--- src/design/apc_pkg.sv ---
// Shared constants and carrier types for the parallel conversion port.
// Assumes a single 10 MHz ref_clk domain; all pins arrive asynchronously.
package apc_pkg;

    // Timing
    localparam int REF_CLK_HZ = 10_000_000;
    localparam int CONV_FALL_EDGES = 14;
    localparam int TRACK_RISE_EDGE = 13;

    // Host data port
    localparam int DATA_W = 12;
    localparam int BYTE_W = 8;
    localparam int CHAN_W = 3;
    localparam int MASK_W = 8;
    localparam int HBE_POS = 8;

    // Control word field positions
    localparam int SEQ_POS = 2;
    localparam int MASK_LOAD_POS = 3;
    localparam int PM_LOW_POS = 4;
    localparam int PM_HIGH_POS = 5;

    // Reset values
    localparam logic [DATA_W-1:0] CTRL_RESET = 12'h000;
    localparam logic [MASK_W-1:0] MASK_RESET = 8'h00;
    localparam logic [BYTE_W-1:0] STAGE_RESET = 8'h00;
    localparam logic [DATA_W-1:0] RESULT_RESET = 12'h000;
    localparam logic [3:0] EDGE_CNT_RESET = 4'h0;

    // Power management codes {high, low}
    localparam logic [1:0] PM_NORMAL = 2'h0;
    localparam logic [1:0] PM_AUTO_SHUTDOWN = 2'h1;
    localparam logic [1:0] PM_AUTO_STANDBY = 2'h2;
    localparam logic [1:0] PM_FULL_SHUTDOWN = 2'h3;

    // Host pins as seen at the package boundary
    typedef struct packed {
        logic conversion_start_n;
        logic chip_select_n;
        logic read_n;
        logic write_n;
        logic word_mode;
        logic conversion_clock_in;
        logic [DATA_W-1:0] host_data_lines;
    } apc_pins_t;

    // Result as handed over by the converter core
    typedef struct packed {
        logic [CHAN_W-1:0] channel;
        logic [DATA_W-1:0] code;
    } apc_result_t;

    typedef enum logic [4:0] {
        CV_HOLD = 5'h01,
        CV_TRACK = 5'h02,
        CV_CONVERT = 5'h04,
        CV_LATCH = 5'h08,
        CV_SETTLE = 5'h10
    } apc_conv_state_t;

    typedef enum logic [2:0] {
        PW_ON = 3'h1,
        PW_AUTO_DOWN = 3'h2,
        PW_FULL_OFF = 3'h4
    } apc_power_state_t;

endpackage : apc_pkg

--- src/design/apc_port.sv ---
// Parallel host port and conversion control of a 12-bit sampling converter.
// Assumes host pins are asynchronous to ref_clk and the converter core
// presents a settled result on conv_result by the last conversion edge.
`timescale 1ns/1ps

// Notes on behaviour
// - Twelve-bit data port; word mode when select pin high, byte mode low.
// - Conversion start falling edge begins conversion; busy high throughout.
// - Conversion start rising before fourteenth clock fall aborts, back to track.
// - Busy falls at end of each conversion, usable as interrupt.
// - Hold on start fall; track again on thirteenth rising clock edge.
// - In automatic power-down modes, start rise begins power-up.
// - Word read presents the twelve-bit code only; shared pin is data bit 8.
// - Byte reads use lines 0-7; shared pin selects high or low byte.
// - Low byte is eight LSBs; high byte is MSBs, channel, zero.
// - Select and read gated as levels; drive while both low.
// - With select and read held low, data valid before busy falls.
// - Word write loads lines 0-11 into the control word.
// - Channel mask register loads fully in one write, any mode.
// - Write data taken on write strobe rise; select and write gated.
// - Two power bits pick one of four modes; reset selects normal.
// - Normal mode stays powered with no power-up wait.
// - Bits 0,1 auto shutdown; bits 1,0 auto standby after conversions.
// - Both bits set powers down at write end until rewritten.
module apc_port
    import apc_pkg::*;
(
    input wire logic ref_clk,
    input wire logic rstn,
    input wire logic clk_en,
    input wire apc_pins_t pins,
    input wire apc_result_t conv_result,
    output logic busy,
    output logic [DATA_W-1:0] data_out,
    output logic data_oe_n,
    output logic sampler_track,
    output logic powered_up,
    output logic power_mode_high_bit,
    output logic power_mode_low_bit,
    output logic [DATA_W-1:0] control_word,
    output logic [MASK_W-1:0] channel_mask_register
);

    apc_pins_t pin_s;
    apc_pins_t pin_d;
    apc_pins_t next_pin_d;

    // Synchronise every host pin
    apc_sync #(
        .WIDTH($bits(apc_pins_t))
    ) u_pin_sync (
        .ref_clk(ref_clk),
        .rstn(rstn),
        .clk_en(clk_en),
        .async_in(pins),
        .sync_out(pin_s)
    );

    // Third stage feeds edge detection and write data capture, never the first flop
    always_comb begin
        next_pin_d = clk_en ? pin_s : pin_d;
    end

    always_ff @(posedge ref_clk) begin
        if (!rstn) begin
            pin_d <= '1;
        end else begin
            pin_d <= next_pin_d;
        end
    end

    // Edge and level decode from the second and third synchroniser stages
    logic start_fall;
    logic start_rise;
    logic cclk_rise;
    logic cclk_fall;
    logic rd_active;
    logic wr_active;
    logic wr_active_d;
    logic wr_done;
    logic hbe;

    assign start_fall = pin_d.conversion_start_n
                        & ~pin_s.conversion_start_n;
    assign start_rise = ~pin_d.conversion_start_n
                        & pin_s.conversion_start_n;
    assign cclk_rise = ~pin_d.conversion_clock_in
                       & pin_s.conversion_clock_in;
    assign cclk_fall = pin_d.conversion_clock_in
                       & ~pin_s.conversion_clock_in;
    assign rd_active = ~pin_s.chip_select_n & ~pin_s.read_n;
    assign wr_active = ~pin_s.chip_select_n & ~pin_s.write_n;
    assign wr_active_d = ~pin_d.chip_select_n & ~pin_d.write_n;
    // Rising edge of the gated write strobe
    assign wr_done = clk_en & wr_active_d & ~wr_active;
    // Data captured one flop behind the strobe; host hold time must
    // cover the synchroniser latency of a few ref_clk periods.
    assign hbe = ~pin_s.word_mode & pin_s.host_data_lines[HBE_POS];

    // Control word, staging byte and mask register
    logic [BYTE_W-1:0] stage;
    logic mask_pending;
    logic [DATA_W-1:0] next_control_word;
    logic [BYTE_W-1:0] next_stage;
    logic [MASK_W-1:0] next_mask;
    logic next_mask_pending;
    logic ctrl_write;
    logic [DATA_W-1:0] wr_word;

    always_comb begin
        next_control_word = control_word;
        next_stage = stage;
        next_mask = channel_mask_register;
        next_mask_pending = mask_pending;
        ctrl_write = 1'b0;
        wr_word = pin_d.host_data_lines;
        if (wr_done) begin
            if (mask_pending) begin
                next_mask = pin_d.host_data_lines[MASK_W-1:0];
                next_mask_pending = 1'b0;
            end else if (pin_d.word_mode) begin
                ctrl_write = 1'b1;
                wr_word = pin_d.host_data_lines;
            end else if (!pin_d.host_data_lines[HBE_POS]) begin
                next_stage = pin_d.host_data_lines[BYTE_W-1:0];
            end else begin
                ctrl_write = 1'b1;
                wr_word = {pin_d.host_data_lines[3:0], stage};
            end
            if (ctrl_write) begin
                next_control_word = wr_word;
                next_mask_pending = wr_word[MASK_LOAD_POS]
                                    & ~wr_word[SEQ_POS];
            end
        end
    end

    always_ff @(posedge ref_clk) begin
        if (!rstn) begin
            control_word <= CTRL_RESET;
            stage <= STAGE_RESET;
            channel_mask_register <= MASK_RESET;
            mask_pending <= 1'b0;
        end else begin
            control_word <= next_control_word;
            stage <= next_stage;
            channel_mask_register <= next_mask;
            mask_pending <= next_mask_pending;
        end
    end

    logic [1:0] pm;
    logic [1:0] new_pm;
    assign pm = {control_word[PM_HIGH_POS], control_word[PM_LOW_POS]};
    assign new_pm = {wr_word[PM_HIGH_POS], wr_word[PM_LOW_POS]};
    assign power_mode_high_bit = pm[1];
    assign power_mode_low_bit = pm[0];

    // Conversion and power sequencing
    apc_conv_state_t cv;
    apc_conv_state_t next_cv;
    apc_power_state_t pw;
    apc_power_state_t next_pw;
    logic [3:0] fall_cnt;
    logic [3:0] rise_cnt;
    logic [3:0] next_fall_cnt;
    logic [3:0] next_rise_cnt;
    apc_result_t result;
    apc_result_t next_result;
    logic auto_down;

    // Auto modes drop power after every completed conversion, not after an abort
    assign auto_down = (pm == PM_AUTO_SHUTDOWN)
                       || (pm == PM_AUTO_STANDBY);

    always_comb begin
        next_cv = cv;
        next_pw = pw;
        next_fall_cnt = fall_cnt;
        next_rise_cnt = rise_cnt;
        next_result = result;
        if (clk_en) begin
            case (cv)
                CV_HOLD: begin
                    // Power-on and power-down both wait here in hold
                    if (start_rise && pw != PW_FULL_OFF) begin
                        next_cv = CV_TRACK;
                        next_pw = PW_ON;
                    end
                end
                CV_TRACK: begin
                    if (start_fall && pw == PW_ON) begin
                        next_cv = CV_CONVERT;
                        next_fall_cnt = EDGE_CNT_RESET;
                        next_rise_cnt = EDGE_CNT_RESET;
                    end
                end
                CV_CONVERT: begin
                    if (cclk_rise && rise_cnt < 4'(TRACK_RISE_EDGE)) begin
                        next_rise_cnt = rise_cnt + 4'h1;
                    end
                    if (cclk_fall
                        && fall_cnt == 4'(CONV_FALL_EDGES - 1)) begin
                        next_cv = CV_LATCH;
                        next_result = conv_result;
                        next_fall_cnt = fall_cnt + 4'h1;
                    end else if (start_rise) begin
                        next_cv = CV_TRACK;
                    end else if (cclk_fall) begin
                        next_fall_cnt = fall_cnt + 4'h1;
                    end
                end
                CV_LATCH: begin
                    // Extra busy cycle lets read data settle first
                    next_cv = CV_SETTLE;
                end
                CV_SETTLE: begin
                    if (auto_down) begin
                        next_cv = CV_HOLD;
                        next_pw = PW_AUTO_DOWN;
                    end else begin
                        next_cv = CV_TRACK;
                    end
                end
                default: begin
                    next_cv = CV_HOLD;
                end
            endcase
            if (ctrl_write) begin
                if (new_pm == PM_FULL_SHUTDOWN) begin
                    next_pw = PW_FULL_OFF;
                    next_cv = CV_HOLD;
                end else if (pw == PW_FULL_OFF) begin
                    next_pw = PW_ON;
                    next_cv = CV_TRACK;
                end else if (new_pm == PM_NORMAL) begin
                    // Leaving an auto mode powers up at once; hold stays
                    // until the next start rise, as after power-on
                    next_pw = PW_ON;
                end
            end
        end
    end

    always_ff @(posedge ref_clk) begin
        if (!rstn) begin
            cv <= CV_HOLD;
            pw <= PW_ON;
            fall_cnt <= EDGE_CNT_RESET;
            rise_cnt <= EDGE_CNT_RESET;
            result <= '0;
        end else begin
            cv <= next_cv;
            pw <= next_pw;
            fall_cnt <= next_fall_cnt;
            rise_cnt <= next_rise_cnt;
            result <= next_result;
        end
    end

    // Busy spans conversion plus the latch and settle cycles
    assign busy = (cv == CV_CONVERT) || (cv == CV_LATCH)
                  || (cv == CV_SETTLE);
    // Track resumes mid-conversion once the thirteenth rise is seen
    assign sampler_track = (cv == CV_TRACK)
                           || (busy && rise_cnt == 4'(TRACK_RISE_EDGE));
    assign powered_up = (pw == PW_ON);

    apc_read_fmt u_read_fmt (
        .ref_clk(ref_clk),
        .rstn(rstn),
        .clk_en(clk_en),
        .word_mode(pin_s.word_mode),
        .high_byte_enable(hbe),
        .result(result),
        .read_data(data_out)
    );

    // Enable lags the strobes by the synchroniser depth plus one register
    logic oe_n;
    logic next_oe_n;

    always_comb begin
        next_oe_n = clk_en ? ~rd_active : oe_n;
    end

    always_ff @(posedge ref_clk) begin
        if (!rstn) begin
            oe_n <= 1'b1;
        end else begin
            oe_n <= next_oe_n;
        end
    end

    assign data_oe_n = oe_n;

endmodule : apc_port

--- src/design/apc_sync.sv ---
// Two-flop synchroniser for a bundle of asynchronous pins.
// Assumes the bundle bits are independent levels; no bus coherency.
`timescale 1ns/1ps
module apc_sync #(
    parameter int WIDTH = 1
) (
    input wire logic ref_clk,
    input wire logic rstn,
    input wire logic clk_en,
    input wire logic [WIDTH-1:0] async_in,
    output logic [WIDTH-1:0] sync_out
);

    logic [WIDTH-1:0] meta;
    logic [WIDTH-1:0] next_meta;
    logic [WIDTH-1:0] next_sync_out;

    always_comb begin
        next_meta = meta;
        next_sync_out = sync_out;
        if (clk_en) begin
            next_meta = async_in;
            next_sync_out = meta;
        end
    end

    always_ff @(posedge ref_clk) begin
        if (!rstn) begin
            meta <= '1;
            sync_out <= '1;
        end else begin
            meta <= next_meta;
            sync_out <= next_sync_out;
        end
    end

endmodule : apc_sync

--- src/design/apc_read_fmt.sv ---
// Read data formatter: word or byte presentation of the held result.
// Assumes mode and byte select are already synchronised.
`timescale 1ns/1ps
module apc_read_fmt
    import apc_pkg::*;
(
    input wire logic ref_clk,
    input wire logic rstn,
    input wire logic clk_en,
    input wire logic word_mode,
    input wire logic high_byte_enable,
    input wire apc_result_t result,
    output logic [DATA_W-1:0] read_data
);

    logic [DATA_W-1:0] next_read_data;

    always_comb begin
        next_read_data = read_data;
        if (clk_en) begin
            if (word_mode) begin
                next_read_data = result.code;
            end else if (high_byte_enable) begin
                next_read_data = {4'h0, 1'b0, result.channel,
                                  result.code[DATA_W-1:BYTE_W]};
            end else begin
                next_read_data = {4'h0, result.code[BYTE_W-1:0]};
            end
        end
    end

    always_ff @(posedge ref_clk) begin
        if (!rstn) begin
            read_data <= RESULT_RESET;
        end else begin
            read_data <= next_read_data;
        end
    end

endmodule : apc_read_fmt

--- config.mk ---
export PLATFORM = sky130hd
export DESIGN_NAME = apc_port
export DESIGN_NICKNAME = d
export VERILOG_FILES = /design/src/design/apc_pkg.sv /design/src/design/apc_port.sv /design/src/design/apc_sync.sv /design/src/design/apc_read_fmt.sv
export SDC_FILE = /design/constraint.sdc
export NUM_CORES = 1
export LEC_CHECK = 0
export BUFFER_PORTS_ARGS = -buffer_cell sky130_fd_sc_hd__buf_2
export CAP_MARGIN = 10
export CORE_ASPECT_RATIO = 1.2
export CORE_UTILIZATION = 45
export DETAILED_ROUTE_END_ITERATION = 12
export PLACE_DENSITY = 0.65
export REMOVE_ABC_BUFFERS = 1
export SETUP_SLACK_MARGIN = 0.05
export SYNTH_ARGS = -nofsm -noshare
export SYNTH_HDL_FRONTEND = slang
export SYNTH_HIERARCHICAL = 1
export SYNTH_SLANG_ARGS = --single-unit
export TNS_END_PERCENT = 100
--- constraint.sdc ---
create_clock -name ref_clk -period 5.1 [get_ports ref_clk]
set_input_delay 0.255 -clock ref_clk [delete_from_list [all_inputs] [get_ports ref_clk]]
set_output_delay 0.255 -clock ref_clk [all_outputs]
set_load 0.01 [all_outputs]
==> impl_metrics.tcl, run 1 <==
set metrics [dict create \
    postRouteWirelength_mm 10.9 \
    die_x_um 101 \
    fin_worst_skew_ns 0.00544 \
    post-cts-setup-buffers 0 \
    drc 0 \
    gr-total-overflow 0 \
    drt-met1-wl_mm 4.94 \
    core_area_um2 11200 \
    reg2reg_from "pin_d[8]" \
    synth_common_cells "dfxtp_1, mux2i_1, nand2_1" \
    first_pass_iters 5 \
    start_util_pct 46.9 \
    synth_most_common_cell "dfxtp_1" \
    cts-root-buf "clkbuf_16" \
    globalplace.congestion 0.776 \
    post-dp-hpwl_mm 6.98 \
    cts_sinks 126 \
    crit_required_ns 5.42 \
    nNetsFinal 655 \
    via_count 4013 \
    setup_viol 0 \
    wl_met2_mm 5.50 \
    min_period_over_period_pct 45.7 \
    status "complete, no violations" \
    worstPathMaxFanout 15 \
    ctsResizeCount 0 \
    slew_violations 0 \
    viasPerCell 5.15 \
    path_clk_slew_ns 0.05 \
    min_to "u_pin_sync/meta[12]" \
    synth.area.top_cells "dfxtp_1, mux2i_1, nand2_1, nor2_1, a211oi_1" \
    port_buffers 73 \
    grt_pass1_wl_mm 18.4 \
    ctsHtreeMaxLevel 4 \
    antenna_left 0 \
    grt_max_degree 74 \
    post-synth-top-area-cell "dfxtp_1" \
    antenna_found_initial 0 \
    critical_path_class "reg2reg" \
    cts.hold.buffers_added 0 \
    synth_edf_count 0 \
    grt_pass1_vias 3897 \
    avgSynthCellArea_um2 9.60 \
    drt-initial-drc-count 122 \
    row_count 42 \
    yosysUniqueCellTypes 56 \
    p_total_mw 2.24 \
    min_path_type "in2reg" \
    drive_gt1_share_pct 17.9 \
    highest_layer "met4" \
    syn_inst 550 \
    cp-end-kind "register" \
    fin_setup_tns_ns 0 \
    grt_use_total_pct 19.4 \
    pre_cts_ws_ns 2.54 \
    die_area_um2 12200 \
    hold_viol 0 \
    r2r_cells 5 \
    cp.arrival_ns 2.65 \
    power_density_nw_per_um2 360 \
    synthesis.area_um2 5280 \
    synth_seq_cells 126 \
    synth-seq-area-share_pct 47.8 \
    antenna_cells 0 \
    fill_cells 1090 \
    cp-start-kind "register" \
    wl_per_cell_um 14.1 \
    holdPathStages 3 \
    synthToLayoutAreaGrowth_pct 18.0 \
    rrSetupSlack_ns 2.77 \
    numCtsBuffers 17 \
    reg2reg_to "pw[1]" \
    worstSkewPairLatency_ns 0.41 \
    worstHoldStart "pins[12]" \
    netlist.area_leader.share_pct 47.8 \
    max-vdd-ir-drop_v 0.000227 \
    async_flop_share_pct 0 \
    tightest_slew_ns 0.978 \
    synth_warnings 6 \
    fmax_mhz 429 \
    cap_violations 0 \
    crit_path_start "pin_d[8]" \
    finalNonFillerCells 779 \
    whs_ns 0.0604 \
    cts_tree "yes" \
    leakagePower_nw 2.74 \
    pin_count 74 \
    placed_cells 749 \
    die_y_um 121 \
    slew_headroom_pct 34.8 \
    synth-main-ff-cell "dfxtp_1" \
    clock_path_buffers 2 \
    wl_met3_um 432 \
    fin_ws_ns 2.77 \
    rsz0062_at_grt "no" \
    fin_crit_ns 2.33 \
]
## per-layer routing
layer,GRT usage (%),up-vias
li1,-,2040
met1,23.8,1892
met2,32.7,75
met3,4.91,6
met4,7.16,0
met5,0,-
## sequential cells by signal, indices dropped and copies added, names as in the netlist
register	count
fall_cnt	4
channel_mask_register	8
mask_pending	1
u_pin_sync/meta	18
data_oe_n	1
cv	5
u_pin_sync/sync_out	18
pw	3
u_read_fmt/read_data	12
result	15
control_word	12
rise_cnt	4
stage	8
pin_d	17
## layout by cell type (no fill, tap or decap), types with 3 or more instances in the layout
cell type / n
nand2_1: 83
nor3b_1: 4
o21ai_0: 15
buf_2: 72
buf_4: 4
nor2b_1: 9
clkbuf_1: 3
o21ai_1: 3
dfxtp_1: 126
nand4_1: 5
nor3_1: 4
a21boi_1: 3
clkbuf_8: 4
clkbuf_16: 17
a31oi_1: 8
ha_1: 5
inv_1: 8
a211oi_1: 13
clkinv_2: 3
mux2i_1: 97
nor2_1: 60
a21boi_0: 3
or3_1: 3
nand2b_1: 8
nand3_1: 13
o211ai_1: 3
a21oi_1: 10
xnor2_1: 5
## through the flow
| stage | util, % | instance area [um2] |
|---|---|---|
| 3_3_place_gp | 50.5 | 5680 |
| 6_report | 55.4 | 6230 |
| 4_1_cts | 55.4 | 6230 |
| 3_5_place_dp | 50.5 | 5680 |
| 5_1_grt | 55.4 | 6230 |
| 2_1_floorplan | - | 5090 |
## worst max path at each step
stage	end	slack [ns]	depth (start not counted)
floorplan	cv[4]	3.21	5
global route	cv[0]	2.54	5
CTS	pw[0]	2.77	5
detailed placement	result[1]	2.54	5
finish	pw[1]	2.77	5
global placement	result[7]	2.58	5
## kinds of logic after synthesis
group	share of synthesized area [%]
muxes	18.4
buffers and inverters	4.03
DFF	47.8
xor gates and xnor gates	0.996
AOI/OAI and AO/OA	9.82
and+or+nand+nor	17.8
adders and majority gates	1.19
## power breakdown
group	internal [mW]	switching [mW]
combinational	0.0470	0.0600
sequential	1.01	0.0149
clock	0.713	0.402
total	1.77	0.477
## area by class of cell
type | count | area (um2) | area share (%)
tap | 154 | 193 | 3.09
timing repair buffer | 76 | 390 | 6.27
multi-input combinational | 385 | 2540 | 40.8
inverter | 8 | 30.0 | 0.482
sequential | 126 | 2520 | 40.5
clock inverter | 6 | 60.1 | 0.964
clock buffer | 24 | 492 | 7.89
## critical path, cell delays in order (launching register included)
cell and delay [ns]:
dfxtp_1 0.41, nor3b_4 0.84, mux2i_1 0.25, a21oi_2 0.35, nand2_1 0.12, o31ai_1 0.26
Power figures use the tool's default switching activity.
==> run 2: changes to the inputs <==
clock period = 2.3 ns   (was 5.1 ns; I/O delays follow)
==> run 2 against run 1 <==
  * Combinational power grew to 2.7 times the previous value
  * Sequential power is 120% higher
  * Final cell count is 5.4% higher
==> impl_metrics.tcl, run 2 (same netlist as run 1, synthesis figures left out) <==
set metrics [dict create \
    fin_crit_ns 1.97 \
    grt_use_total_pct 20.3 \
    tightest_slew_ns 0.724 \
    cts_tree "yes" \
    ctsHtreeMaxLevel 4 \
    antenna_cells 0 \
    crit_path_max_incr_delay_ns 0.54 \
    critical_path.cell_chain "nor4b_1 > and2_1 > buf_4 > nor2_1 > a211oi_1" \
    grt_pass1_vias 4174 \
    crit_required_ns 2.61 \
    setup_viol 0 \
    gr-total-overflow 0 \
    path_clk_slew_ns 0.05 \
    numCtsBuffers 17 \
    final_cell_mix "dfxtp_1, mux2i_1, nand2_1" \
    cp.arrival_ns 2.28 \
    cp-start-kind "register" \
    nNetsFinal 697 \
    port_buffers 73 \
    worstSkewPairLatency_ns 0.41 \
    antenna_left 0 \
    die_x_um 101 \
    rsz0062_at_grt "no" \
    die_y_um 121 \
    worstPathMaxFanout 19 \
    placed_area_um2 5750 \
    grt_pass1_wl_mm 19.1 \
    drt-initial-drc-count 190 \
    max-vdd-ir-drop_v 0.000421 \
    fin_worst_skew_ns 0.00958 \
    drc 0 \
    row_count 42 \
    fill_cells 1058 \
    slew_headroom_pct 51.8 \
    slowest_stage "nor4b_1" \
    hold_viol 0 \
    min_path_type "in2reg" \
    cp-end-kind "register" \
    synthToLayoutAreaGrowth_pct 26.1 \
    biggestRegsByFlops "u_pin_sync/meta x18, u_pin_sync/sync_out x18, pin_d x17" \
    die_area_um2 12200 \
    min_period_over_period_pct 85.9 \
    cts_sinks 126 \
    status "complete, no violations" \
    cap_violations 0 \
    wl_per_cell_um 14.0 \
    antenna_found_initial 0 \
    start_util_pct 46.9 \
    ctsResizeCount 0 \
    leakagePower_nw 2.94 \
    drive_gt1_share_pct 18.6 \
    viasPerCell 5.17 \
    cts-root-buf "clkbuf_16" \
    grt_max_degree 36 \
    clock_path_buffers 2 \
    final_common_cell "dfxtp_1" \
    core_area_um2 11200 \
    first_pass_iters 4 \
    cts.hold.buffers_added 33 \
    post-cts-setup-buffers 0 \
    slew_violations 0 \
    finish.instance_area_um2 6660 \
    via_count 4247 \
    critical_path_class "reg2reg" \
    pin_count 74 \
    fmax_mhz 506 \
    fin_setup_tns_ns 0 \
    globalplace.congestion 0.879 \
    power_density_nw_per_um2 774 \
    post-dp-hpwl_mm 7.60 \
    postRouteWirelength_mm 11.5 \
]
[run 2: worst paths after layout]
check | cells after the start | startpoint | to | slack, ns
hold reg to reg | 2 | u_read_fmt/read_data[8] | u_read_fmt/read_data[8] | 0.46
hold / removal | 2 | rstn | u_pin_sync/sync_out[17] | 0.03
setup reg to reg | 5 | mask_pending | control_word[0] | 0.33
setup / recovery | 5 | mask_pending | control_word[0] | 0.33
[run 2: worst max-delay path, delay by kind of cell (launching register included)]
kind,cells,cell delay [ns]
buffers and inverters,1,0.29
AO/OA/AOI/OAI,1,0.24
AND/OR/NAND/NOR,3,0.98
flip-flops,1,0.37
[run 2: metrics by stage]
stage	setup WS (ns)	instances	utilization [%]	hold slack, ns	power, mW
after floorplan	0.414	519	-	0.177	2.42
after global placement	0.498	758	51.1	0.330	2.55
after detailed placement	0.389	758	51.1	0.333	2.55
after CTS	0.317	821	59.2	0.0249	5.20
after global routing	0.138	821	59.2	0.0318	5.33
final	0.325	821	59.2	0.0316	5.15
[run 2: cell type report]
class	count	area, um2	share of cell area [%]
clock buffer	20	467	7.01
clock inverter	10	115	1.73
timing repair buffer	118	788	11.8
tap	154	193	2.89
inverter	8	30.0	0.451
sequential	126	2520	37.9
multi-input combinational	385	2540	38.2
[run 2: power breakdown]
| group | leakage, nW | internal (mW) | switching [mW] |
|---|---|---|---|
| combinational | 1.64 | 0.147 | 0.143 |
| clock | 0.280 | 1.66 | 0.934 |
| sequential | 1.02 | 2.23 | 0.0330 |
| total | 2.94 | 4.04 | 1.11 |
[run 2: routing by layer]
layer	global-route usage, %	share of wire (%)	up-vias
met2	34.5	50	88
met4	10.7	2.7	0
li1	-	-	2132
met5	0	0	-
met3	4.68	3.4	24
met1	23.5	44	2003
==> run 3: changes to the inputs <==
GPL_ROUTABILITY_DRIVEN = 0   (was default)
SYNTH_HIERARCHICAL = default   (was 1)
==> run 3 against run 2 <==
  * Synthesized cell count up 1.3%
  * Fmax down 8.7%
  * Setup slack worse by 0.19 ns
  * Sequential share of layout area up 0.18 points
  * Global-route usage about the same
  * Area after synthesis down 2.1%
  * Via count down 0.66%
  * Clock skew down 0.0031 ns
  * Largest cell class is now sequential cells
  * Cell area down 0.38%
==> impl_metrics.tcl, run 3 <==
set metrics [dict create \
    cts_tree "yes" \
    cts_sinks 126 \
    post-dp-hpwl_mm 7.30 \
    synth_most_common_cell "dfxtp_1" \
    grt_use_total_pct 20.2 \
    setup_viol 0 \
    antenna_found_initial 0 \
    placed_cells 762 \
    synth-main-ff-cell "dfxtp_1" \
    syn_inst 557 \
    viasPerCell 5.10 \
    ctsHtreeMaxLevel 4 \
    fin_worst_skew_ns 0.00652 \
    synth_common_cells "dfxtp_1, nand2_1, mux2i_1" \
    min_period_over_period_pct 94.0 \
    placed_area_um2 5690 \
    fin_crit_ns 2.16 \
    final_cell_mix "dfxtp_1, nand2_1, mux2i_1" \
    netlist.area_leader.share_pct 48.8 \
    cap_violations 0 \
    min_path_type "in2reg" \
    critical_path_class "reg2out" \
    path_clk_slew_ns 0.05 \
    biggestRegsByFlops "u_pin_sync.meta x18, u_pin_sync.sync_out x18, pin_d x17" \
    worstSkewPairLatency_ns 0.41 \
    tightest_slew_ns 0.614 \
    synth_seq_cells 126 \
    yosysUniqueCellTypes 55 \
    first_pass_iters 4 \
    final_common_cell "dfxtp_1" \
    synth-seq-area-share_pct 48.8 \
    wl_per_cell_um 13.7 \
    grt_pass1_wl_mm 19.1 \
    fmax_mhz 462 \
    power_density_nw_per_um2 784 \
    drc 0 \
    cp.arrival_ns 2.05 \
    post-cts-setup-buffers 0 \
    nNetsFinal 701 \
    core_area_um2 11100 \
    cts-root-buf "clkbuf_16" \
    leakagePower_nw 2.84 \
    hold_viol 0 \
    antenna_left 0 \
    post-synth-top-area-cell "dfxtp_1" \
    async_flop_share_pct 0 \
    grt_max_degree 61 \
    avgSynthCellArea_um2 9.28 \
    final_core_util_pct 59.8 \
    clock_path_buffers 2 \
    antenna_cells 0 \
    cp-end-kind "output pin" \
    postRouteWirelength_mm 11.3 \
    crit_required_ns 2.18 \
    max-vdd-ir-drop_v 0.000410 \
    port_buffers 73 \
    via_count 4219 \
    die_y_um 119 \
    synthToLayoutAreaGrowth_pct 28.4 \
    synth_warnings 0 \
    drt-initial-drc-count 124 \
    synth.area.top_cells "dfxtp_1, mux2i_1, nand2_1, nor2_1, a211oi_1" \
    die_x_um 99.8 \
    pin_count 74 \
    start_util_pct 46.6 \
    worstPathMaxFanout 7 \
    slew_violations 0 \
    slew_headroom_pct 59.1 \
    row_count 42 \
    cp-start-kind "register" \
    synth_edf_count 0 \
    gr-total-overflow 0 \
    drive_gt1_share_pct 19.3 \
    status "complete, no violations" \
    synthesis.area_um2 5170 \
    rsz0062_at_grt "no" \
    grt_pass1_vias 4091 \
    die_area_um2 11900 \
    finalNonFillerCells 827 \
    finish.instance_area_um2 6630 \
    numCtsBuffers 17 \
]
-- run 3: cell types whose count changed after synthesis, moves of 4 or more --
cell | before | now
nand2_1 | 83 | 102
mux2i_1 | 97 | 88
a21oi_1 | 10 | 26
nor2b_1 | 9 | 4
a211oi_1 | 13 | 19
a31oi_1 | 8 | 2
buf_1 | 1 | 6
nor2_1 | 60 | 46
nand2b_1 | 8 | 4
clkbuf_1 | 12 | 24
buf_2 | 11 | 4
-- run 3: worst paths after layout --
check	startpoint	endpoint	slack (ns)	cells after the start
worst max-delay path	cv[4]	sampler_track	0.14	6
worst min-delay path	clk_en	pw[0]	0.10	3
worst max register to register	pw[0]	fall_cnt[3]	0.20	5
worst min register to register	result[13]	result[13]	0.45	2
-- run 3: cell type report --
type / count / area, um2
multi-input cells: 383 / 2460
fillers: 976 / 4460
flip-flops and latches: 126 / 2520
inverters: 11 / 41.3
repair buffers: 121 / 811
well taps: 154 / 193
clock buffers: 21 / 460
clock inverters: 11 / 140
-- run 3: logic make-up (layout without fill, tap and decap cells) --
| group | count (synthesis) | count (layout) | synth area share, % |
|---|---|---|---|
| AND/OR/NAND/NOR | 202 | 202 | 17.9 |
| XOR/XNOR | 5 | 5 | 0.848 |
| flip-flops | 126 | 126 | 48.8 |
| adder cells (fa/ha/maj) | 5 | 5 | 1.21 |
| multiplexers | 88 | 88 | 17.1 |
| AO/OA/AOI/OAI | 83 | 83 | 10.3 |
| buffers and inverters | 48 | 164 | 3.87 |
-- run 3: critical path, stage by stage, from the launching register on --
cell,delay (ns)
dfxtp_2,0.35
or3_4,0.42
or3b_4,0.42
nand3_2,0.09
nand4_1,0.09
o21ai_0,0.10
buf_2,0.17
-- run 3: power breakdown --
group          total (mW)  internal, mW  switching (mW)
registers            2.25          2.23          0.0256
clock network        2.69          1.75           0.935
logic               0.264         0.133           0.131
-- run 3: timing repair --
item                                    CTS  global route
resized for setup                         5             0
hold buffers                             33             0
endpoints found under the setup margin    1             0
hold endpoints to repair                 33             0
-- run 3: through the flow --
| stage | TNS, ns | power, mW | hold WS (ns) | worst slack, ns |
|---|---|---|---|---|
| after floorplan | -23.51 | 2.40 | 0.177 | -1.43 |
| after global placement | 0 | 2.52 | 0.330 | 0.280 |
| after detailed placement | 0 | 2.52 | 0.335 | 0.209 |
| after CTS | 0 | 5.26 | 0.0902 | 0.146 |
| after global routing | 0 | 5.39 | 0.124 | 0.0504 |
| final | 0 | 5.20 | 0.103 | 0.137 |
-- run 3: layer usage --
| layer | wire, um | track usage (%) | share of wire, % | vias up |
|---|---|---|---|---|
| li1 | - | - | - | 2129 |
| met1 | 5220 | 25.2 | 46 | 1983 |
| met2 | 5330 | 32.8 | 47 | 92 |
| met3 | 589 | 6.10 | 5.2 | 15 |
| met4 | 178 | 7.35 | 1.6 | 0 |
| met5 | 0 | 0 | 0 | - |
